<file path="src/shared/rdi_pkg.sv">
/*
  rdi_pkg: register offsets, field positions and reset values shared by the
  radio interrupt logic and its flag bank.
  assumes: a 6-bit register address and 8-bit register data from the serial engine.
*/
package rdi_pkg;
  // ************************************************************
  // register map
  // ************************************************************
  localparam int          ADDR_W               = 6;
  localparam int          DATA_W               = 8;
  localparam int          NUM_EVENTS           = 8;
  localparam logic [5:0]  ADDR_CONTROL_ONE     = 6'h04;
  localparam logic [5:0]  ADDR_ENABLE_MASK     = 6'h0E;
  localparam logic [5:0]  ADDR_PENDING_FLAGS   = 6'h0F;

  // ************************************************************
  // reset values
  // ************************************************************
  localparam logic [7:0]  CONTROL_ONE_RESET    = 8'h22;
  localparam logic [7:0]  ENABLE_MASK_RESET    = 8'h00;
  localparam logic [7:0]  PENDING_FLAGS_RESET  = 8'h00;
  localparam logic [7:0]  READ_UNMAPPED        = 8'h00;

  // ************************************************************
  // field positions in transceiver_control_one
  // ************************************************************
  localparam int          CTRL_TIMESTAMP_BIT   = 6;
  localparam int          CTRL_RX_BUSY_BIT     = 4;
  localparam int          CTRL_POLL_BIT        = 1;
  localparam int          CTRL_POLARITY_BIT    = 0;

  // ************************************************************
  // event bit positions
  // ************************************************************
  localparam int          EV_SUPPLY_LOW        = 7;
  localparam int          EV_BUFFER_VIOLATION  = 6;
  localparam int          EV_ADDRESS_MATCH     = 5;
  localparam int          EV_WAKE_OR_MEASURE   = 4;
  localparam int          EV_FRAME_COMPLETE    = 3;
  localparam int          EV_FRAME_START       = 2;
  localparam int          EV_SYNTH_UNLOCK      = 1;
  localparam int          EV_SYNTH_LOCK        = 0;
endpackage

</file>
<file path="src/verilog/rdi_interrupt_logic.sv">
/*
  rdi_interrupt_logic: enable mask, clear-on-read pending flags, request pin
  polarity, masked-event polling and frame-start timestamp pin.
  assumes: the serial engine presents register accesses as one-cycle strobes on
  clk_in; event sources, frame-end and buffer-empty signals are on clk_in too.
*/
module rdi_interrupt_logic
  import rdi_pkg::*;
(
  input  wire logic                    clk_in,
  input  wire logic                    rst_in,
  input  wire logic                    wake_reset_in,
  input  wire logic [rdi_pkg::ADDR_W-1:0] reg_addr_in,
  input  wire logic [rdi_pkg::DATA_W-1:0] reg_wdata_in,
  input  wire logic                    reg_write_in,
  input  wire logic                    reg_read_in,
  input  wire logic [rdi_pkg::NUM_EVENTS-1:0] events_in,
  input  wire logic                    frame_done_in,
  input  wire logic                    fb_empty_enable_in,
  input  wire logic                    fb_empty_in,
  output logic      [rdi_pkg::DATA_W-1:0] reg_rdata_out,
  output logic                         reg_rvalid_out,
  output logic                         irq_pin_out,
  output logic                         timestamp_pin_out,
  output logic      [rdi_pkg::DATA_W-1:0] control_one_out,
  output logic                         receive_buffer_busy_indicator_out
);
  import rdi_pkg::*;

  logic                  any_rst;
  logic [DATA_W-1:0]     control_one_q;
  logic [DATA_W-1:0]     enable_mask_q;
  logic [NUM_EVENTS-1:0] flags;
  logic [NUM_EVENTS-1:0] record;
  logic                  flags_read;
  logic [DATA_W-1:0]     rdata_q;
  logic                  rvalid_q;
  logic                  irq_q;
  logic                  stamp_q;
  logic                  request;
  logic                  poll_on;
  logic                  mask_write;
  logic                  control_write;
  logic                  irq_d;
  logic                  stamp_d;

  // power-on, hard reset and wake from deepest sleep all clear the block
  assign any_rst = rst_in | wake_reset_in;

  // ************************************************************
  // write decode
  // ************************************************************
  assign poll_on       = control_one_q[CTRL_POLL_BIT];
  assign mask_write    = reg_write_in & hit(reg_addr_in, ADDR_ENABLE_MASK);
  assign control_write = reg_write_in & hit(reg_addr_in, ADDR_CONTROL_ONE);

  // ************************************************************
  // helpers
  // ************************************************************

  function automatic logic hit(input logic [ADDR_W-1:0] a, input logic [ADDR_W-1:0] off);
    hit = (a == off);
  endfunction

  function automatic logic pin_level(input logic active, input logic invert);
    pin_level = active ^ invert;
  endfunction

  // unmapped offsets read as zero rather than echoing a neighbour
  function automatic logic [DATA_W-1:0] read_select(
    input logic [ADDR_W-1:0]     a,
    input logic [NUM_EVENTS-1:0] fl,
    input logic [DATA_W-1:0]     msk,
    input logic [DATA_W-1:0]     ctl
  );
    logic [DATA_W-1:0] v;
    v = READ_UNMAPPED;
    case (a)
      ADDR_PENDING_FLAGS: v = fl;
      ADDR_ENABLE_MASK:   v = msk;
      ADDR_CONTROL_ONE:   v = ctl;
      default:            v = READ_UNMAPPED;
    endcase
    read_select = v;
  endfunction

  // ************************************************************
  // register writes
  // ************************************************************
  always_ff @(posedge clk_in) begin
    if (any_rst) begin
      enable_mask_q <= ENABLE_MASK_RESET;
    end else if (mask_write) begin
      enable_mask_q <= reg_wdata_in;
    end
  end

  always_ff @(posedge clk_in) begin
    if (any_rst) begin
      control_one_q <= CONTROL_ONE_RESET;
    end else if (control_write) begin
      control_one_q <= reg_wdata_in;
    end
  end

  // ************************************************************
  // event recording
  // ************************************************************
  // a masked event gets in only while polling is on
  genvar gi;
  generate
    for (gi = 0; gi < NUM_EVENTS; gi++) begin : g_gate
      assign record[gi] = events_in[gi] & (enable_mask_q[gi] | poll_on);
    end
  endgenerate

  assign flags_read = reg_read_in & hit(reg_addr_in, ADDR_PENDING_FLAGS);

  rdi_flag_bank u_flags (
    .clk_in    (clk_in),
    .rst_in    (any_rst),
    .record_in (record),
    .clear_in  (flags_read),
    .flags_out (flags)
  );

  // ************************************************************
  // register reads
  // ************************************************************
  // read data is the flag value before the clear takes effect
  always_ff @(posedge clk_in) begin
    if (any_rst) begin
      rdata_q <= READ_UNMAPPED;
    end else if (reg_read_in) begin
      rdata_q <= read_select(reg_addr_in, flags, enable_mask_q, control_one_q);
    end
  end

  // every read is answered, unmapped ones included
  always_ff @(posedge clk_in) begin
    if (any_rst) begin
      rvalid_q <= 1'b0;
    end else begin
      rvalid_q <= reg_read_in;
    end
  end

  // ************************************************************
  // request pin
  // ************************************************************
  // only enabled flags count, so polled-only flags stay silent
  assign request = |(flags & enable_mask_q);

  // buffer-empty level bypasses the polarity, it is always active high
  always_comb begin
    if (fb_empty_enable_in) begin
      irq_d = fb_empty_in;
    end else begin
      irq_d = pin_level(request, control_one_q[CTRL_POLARITY_BIT]);
    end
  end

  // pin lags the flags by one cycle; the flags cleared by a read drop it next edge
  always_ff @(posedge clk_in) begin
    if (any_rst) begin
      irq_q <= 1'b0;
    end else begin
      irq_q <= irq_d;
    end
  end

  // ************************************************************
  // timestamp pin
  // ************************************************************
  // independent of the mask; frame end wins over a simultaneous start
  always_comb begin
    if (!control_one_q[CTRL_TIMESTAMP_BIT]) begin
      stamp_d = 1'b0;
    end else if (frame_done_in) begin
      stamp_d = 1'b0;
    end else if (events_in[EV_FRAME_START]) begin
      stamp_d = 1'b1;
    end else begin
      stamp_d = stamp_q;
    end
  end

  always_ff @(posedge clk_in) begin
    if (any_rst) begin
      stamp_q <= 1'b0;
    end else begin
      stamp_q <= stamp_d;
    end
  end

  // ************************************************************
  // outputs, all straight from flip-flops
  // ************************************************************
  assign reg_rdata_out                     = rdata_q;
  assign reg_rvalid_out                    = rvalid_q;
  assign irq_pin_out                       = irq_q;
  assign timestamp_pin_out                 = stamp_q;
  assign control_one_out                   = control_one_q;
  // raw bit, untouched by polarity
  assign receive_buffer_busy_indicator_out = control_one_q[CTRL_RX_BUSY_BIT];
endmodule // rdi_interrupt_logic

</file>
<file path="src/verilog/rdi_flag_bank.sv">
/*
  rdi_flag_bank: the eight sticky pending flags.
  assumes: event pulses come from logic on clk_in; clear_in is a one-cycle read strobe.
*/
module rdi_flag_bank
  import rdi_pkg::*;
(
  input  wire logic                    clk_in,
  input  wire logic                    rst_in,
  input  wire logic [NUM_EVENTS-1:0]   record_in,
  input  wire logic                    clear_in,
  output logic      [NUM_EVENTS-1:0]   flags_out
);
  import rdi_pkg::*;

  logic [NUM_EVENTS-1:0] flags_q;
  logic [NUM_EVENTS-1:0] flags_d;
  logic [NUM_EVENTS-1:0] cross_clear;

  // ************************************************************
  // lock and unlock each knock the other flag down
  // ************************************************************
  always_comb begin
    cross_clear                  = '0;
    cross_clear[EV_SYNTH_LOCK]   = record_in[EV_SYNTH_UNLOCK] & ~record_in[EV_SYNTH_LOCK];
    cross_clear[EV_SYNTH_UNLOCK] = record_in[EV_SYNTH_LOCK] & ~record_in[EV_SYNTH_UNLOCK];
  end

  // ************************************************************
  // per-flag update; a new event beats the read clear
  // ************************************************************
  genvar gi;
  generate
    for (gi = 0; gi < NUM_EVENTS; gi++) begin : g_flag
      always_comb begin
        if (record_in[gi]) begin
          flags_d[gi] = 1'b1;
        end else if (clear_in || cross_clear[gi]) begin
          flags_d[gi] = 1'b0;
        end else begin
          flags_d[gi] = flags_q[gi];
        end
      end
    end
  endgenerate

  always_ff @(posedge clk_in) begin
    if (rst_in) begin
      flags_q <= PENDING_FLAGS_RESET;
    end else begin
      flags_q <= flags_d;
    end
  end

  assign flags_out = flags_q;
endmodule // rdi_flag_bank

</file>
<file path="config.mk">
export PLATFORM = sky130hd
export DESIGN_NAME = rdi_interrupt_logic
export DESIGN_NICKNAME = d
export VERILOG_FILES = /design/src/shared/rdi_pkg.sv /design/src/verilog/rdi_interrupt_logic.sv /design/src/verilog/rdi_flag_bank.sv
export SDC_FILE = /design/constraint.sdc
export NUM_CORES = 1
export LEC_CHECK = 0
export ABC_AREA = 1
export BUFFER_PORTS_ARGS = -buffer_cell sky130_fd_sc_hd__buf_2
export CORE_MARGIN = 1.5
export CORE_UTILIZATION = 40
export CTS_BUF_LIST = sky130_fd_sc_hd__clkbuf_8
export DETAILED_ROUTE_END_ITERATION = 8
export GPL_ROUTABILITY_DRIVEN = 1
export GPL_TIMING_DRIVEN = 0
export PLACE_DENSITY = 0.77
export SETUP_SLACK_MARGIN = 0.05
export SYNTH_ARGS = -nofsm -noshare
export SYNTH_HDL_FRONTEND = slang
export SYNTH_SLANG_ARGS = --single-unit
</file>
<file path="constraint.sdc">
create_clock -name clk_in -period 1.05 [get_ports clk_in]
set_input_delay 0.2625 -clock clk_in [delete_from_list [all_inputs] [get_ports clk_in]]
set_output_delay 0.2625 -clock clk_in [all_outputs]
set_load 0.01 [all_outputs]
</file>
=== After elaboration in Yosys (flattened, before gate mapping) ===
Index checks and enable logic that the tools add are counted.

* Reduce and logical (&&, ||, !) cells: 12
* Eq/ne operators: 3
* Bitwise logic cells: 27
* Muxes and demuxes: 13

{| class="wikitable"
|+ Operator list
! kind !! number
|-
| $pmux 8 s3 || 1
|-
| $reduce_bool 2->1 || 8
|-
| $and 1x1->1 || 13
|-
| $eq 6x4->1 const B || 2
|-
| $mux 1 || 12
|-
| $or 1x1->1 || 9
|-
| $and 8x8->8 || 1
|-
| $reduce_or 8->1 || 1
|-
| $eq 6x3->1 const B || 1
|-
| $not 1->1 || 3
|-
| $reduce_or 3->1 || 1
|-
| $logic_or 1x1->1 || 2
|-
| $xor 1x1->1 || 1
|}

* Input bits: 30
* Output and inout bits: 20
* Register bits after elaboration: 35

=== Longest topological paths before layout ===
* Depth in word-level cells: 7
* Mapped depth: 8
* Gate-level depth less buffers: 8

=== Hierarchy ===
From an unflattened synthesis, not the netlist that was laid out.

* Cells, all modules: 218
* Area, all modules: 1675.4 um2

{| class="wikitable"
|+ By module, submodules not included
! module !! seq. area each (um2) !! times used !! cells an instance !! area each (um2)
|-
| rdi_interrupt_logic || 540.5 || 1 || 189 || 1415.1
|-
| rdi_flag_bank || 160.2 || 1 || 29 || 260.2
|}

=== Worst setup path after synthesis ===
Ideal clock, no wire load.

* Path type: input port to flip-flop
* Start: input port reg_addr_in[1] in the netlist's numbering
* End: register u_flags.flags_q[0], in the netlist u_flags.flags_out[0]
* Cell stages on the path: 5
* Path buffers: 0
* Setup slack: -0.020 ns
* Arrival time: 0.938 ns
* Setup time: 0.132 ns
* Data required time: 0.918 ns
* Path through: nand2_1 -> nor2_2 -> nand3_1 -> nand3_1 -> a21oi_1

* Cells in the longest elaborated chain, start to end: 4

{| class="wikitable"
|+ RTL lines
! element !! RTL line !! text
|-
| from (decl) || rdi_interrupt_logic.sv:13 || <nowiki>input wire logic [rdi_pkg::ADDR_W-1:0] reg_addr_in,</nowiki>
|-
| $eq 6x4->1 || rdi_interrupt_logic.sv:62 || <nowiki>hit = (a == off);</nowiki>
|-
| $and 1x1->1 || rdi_interrupt_logic.sv:117 || <nowiki>assign flags_read = reg_read_in & hit(reg_addr_in, ADDR_PENDING_FLAGS);</nowiki>
|-
| $logic_or 1x1->1 || rdi_flag_bank.sv:38 || <nowiki>end else if (clear_in || cross_clear[gi]) begin</nowiki>
|-
| $reduce_bool 2->1 (no line) || n/a ||
|-
| to (signal assigned) || rdi_flag_bank.sv:51 || <nowiki>flags_q <= flags_d;</nowiki>
|-
| to (decl) || rdi_flag_bank.sv:16 || <nowiki>logic [NUM_EVENTS-1:0] flags_q;</nowiki>
|}

No other way between the ends.
A chain may end at the register's enable or synchronous reset.

=== Worst setup path in the final report ===
* Start: register control_one_q[4], in the netlist control_one_out[4]
* End: output port control_one_out[4] in the netlist's numbering

{| class="wikitable"
|+ RTL lines
! element !! RTL line !! text
|-
| from (decl) || rdi_interrupt_logic.sv:31 || <nowiki>logic [DATA_W-1:0] control_one_q;</nowiki>
|-
| from (signal assigned) || rdi_interrupt_logic.sv:102 || <nowiki>control_one_q <= reg_wdata_in;</nowiki>
|-
| to (decl) || rdi_interrupt_logic.sv:25 || <nowiki>output logic [rdi_pkg::DATA_W-1:0] control_one_out,</nowiki>
|}

No word-level cell between the ends.

==> impl_metrics.tcl <==
set metrics [dict create \
    syn_inst 213 \
    grt_start_max_net_pins 11 \
    grt_antenna_before_repair 0 \
    dieArea_mm2 0.00428 \
    final_cell_mix "nand2_1, buf_2, nand3_1, a21oi_1, buf_6" \
    finClkSkew_ns 0.00417 \
    grt_pass1_wl_um 7040 \
    p_leak_uw 0.00108 \
    cp-end-kind "primary output" \
    rows 22 \
    seqPwrFrac_pct 53.0 \
    ctsHoldBuffers 0 \
    synth_area_leaders "dfxtp_1, nand2_1, nand3_1, a21oi_1, o21ai_0" \
    setup_ws_ns -0.0541 \
    drive_above_1_share_pct 46.4 \
    drtIter0Drc 72 \
    synth_fp_nets 243 \
    port_buffers 48 \
    fp.dieW_um 65.4 \
    period_minus_slack_ns 1.10 \
    power_density_mw_per_mm2 1050 \
    io_pins 50 \
    cts_max_level 2 \
    clockBufferDepth 2 \
    synth.ff_latch_count 35 \
    drv_cap 0 \
    fp.coreArea_mm2 0.00369 \
    slew_headroom_pct 82.1 \
    nets 322 \
    num_vias 1758 \
    slew_violations 0 \
    fin_crit_sh_pct 105 \
    fmax_mhz 906 \
    hpwl_um 2980 \
    overflow 0 \
    path_clk_slew_ns 0.06 \
    ys_seq_area_share_pct 45.0 \
    die_h_um 65.4 \
    syn_to_final_growth_pct 56.4 \
    cp_max_fo 4 \
    grt_pass1_vias 1633 \
    p_switching_uw 645 \
    comb_power_share_pct 11.0 \
    violations "setup timing" \
    syn_area_mm2 0.00156 \
    worstSetupStartpointType "flip-flop" \
    insertion_delay_ns 0.29 \
    r2r_slack_ns 0.05 \
    route.antenna.remaining_nets 0 \
    synth_warnings 0 \
    cts_made_buffers 5 \
    required_ns 0.79 \
    vias_per_cell 5.16 \
    fin_util_pct 66.0 \
    clkPwrFrac_pct 35.9 \
    syn_area_per_cell_um2 7.31 \
    rsz0062_at_grt "yes" \
    wire_per_inst_um 13.4 \
    netlist-cell-type-count 23 \
    stdcell_area_mm2 0.00244 \
    grt_use_total_pct 21.9 \
    start_util_pct 42.2 \
    routed_wl_um 4560 \
    intPower_uw 1920 \
    swShare_pct 25.1 \
    status "complete, but fails checks" \
    cts_tree "done" \
    diodes 0 \
    drt_first_pass_iters 4 \
    clock_sinks 35 \
    synth_top_area_share_pct 45.0 \
    critPathKind "flip-flop to primary output" \
    clockRootBuffer "clkbuf_8" \
    place_area_mm2 0.00190 \
    place.gp.congestion 0.890 \
    worst_pin_slew_ns 0.267 \
    setup-violations-final 1 \
    arrival_ns 0.84 \
    yosysTopAreaCell "dfxtp_1" \
    layout_commonest_cell "nand2_1" \
    finalHoldViolCount 0 \
    holdCritPathClass "input port to flip-flop" \
    ir_drop_mv 0.711 \
    drc_errors 0 \
]
==> flip-flops by register name, summed over array words and instances (netlist names) <==
name               count
enable_mask_q          8
irq_pin_out            1
reg_rdata_out          8
reg_rvalid_out         1
control_one_out        8
timestamp_pin_out      1
u_flags.flags_out      8
==> path summary, 6_finish.rpt <==
check,startpoint,endpoint,cells past startpoint
worst max-delay path,control_one_out[4]$_SDFFE_PP0P_,control_one_out[4],2
worst min-delay path,frame_done_in,timestamp_pin_out$_SDFFE_PP0P_,2
worst max register to register,enable_mask_q[7]$_SDFFE_PP0P_,irq_pin_out$_SDFF_PP0_,8
worst min register to register,reg_rdata_out[5]$_SDFFE_PP0P_,reg_rdata_out[5]$_SDFFE_PP0P_,2
==> per-stage QoR <==
| stage | TNS (ns) | setup slack, ns | instances | hold slack [ns] | total power (uW) |
|---|---|---|---|---|---|
| 2_1_floorplan | 0 | 0.00189 | 213 | 0.341 | 1510 |
| 3_3_place_gp | -7.51 | -0.328 | 309 | 0.429 | 1600 |
| 3_5_place_dp | -8.11 | -0.341 | 309 | 0.436 | 1610 |
| 4_1_cts | -0.0634 | -0.0634 | 327 | 0.116 | 2540 |
| 5_1_grt | -0.211 | -0.102 | 341 | 0.116 | 2670 |
| 6_report | -0.0541 | -0.0541 | 341 | 0.120 | 2570 |
==> cell type report <==
class,instances,area [um2]
timing repair buffer,71,573
sequential,35,728
clock inverter,3,12.5
tap,48,60.1
multi-input combinational,153,835
clock buffer,5,68.8
timing repair inverter,1,5.00
buffer,9,83.8
fill,330,1250
inverter,16,70.1
==> worst max-delay path: stages, from the launching register on <==
cell     delay, ns
dfxtp_2       0.34
buf_6         0.11
buf_6         0.11
==> cells in the mapped netlist <==
cell / number
nor4_1: 1
nor2_4: 2
a21oi_1: 30
dfxtp_1: 35
buf_6: 1
o21ai_1: 2
inv_1: 13
clkinv_2: 1
o21ai_0: 16
nor2_1: 6
nand3_2: 1
buf_1: 1
clkbuf_1: 3
buf_4: 1
nand4_4: 1
nand3_1: 31
inv_2: 1
nand2_2: 1
nor2_2: 3
buf_2: 3
nand2_1: 50
nand4_1: 9
clkinv_1: 1
==> layer usage <==
metal  up-vias  GRT usage (%)  wire length (um)
li1        878              -                 -
met1       802           25.7              1900
met2        68           34.4              2240
met3        10           8.39               319
met4         0           11.5               102
met5         -              0                 0
==> cell families (layout without fill, tap and decap cells) <==
kind of cell / after synthesis / after routing / share of synthesized area (%)
AND/OR/NAND/NOR: 105 / 105 / 32.5
AO/OA/AOI/OAI: 48 / 48 / 15.4
flip-flops: 35 / 35 / 45.0
buffers and inverters: 25 / 105 / 7.07
==> power by group through the flow <==
stage	clock network, uW	registers, uW	logic, uW
6_report	923	1360	284
5_1_grt	1000	1360	308
4_1_cts	945	1360	234
3_5_place_dp	0	1390	217
3_3_place_gp	0	1390	214
2_1_floorplan	0	1390	119
==> what timing repair did <==
| item | in CTS | in global routing |
|---|---|---|
| setup buffers | 10 | 12 |
| endpoints found under the setup margin | 33 | 49 |
| gates cloned | 0 | 2 |
| pin swaps | 2 | 14 |
| resized for setup | 40 | 39 |
Power figures use the tool's default switching activity.
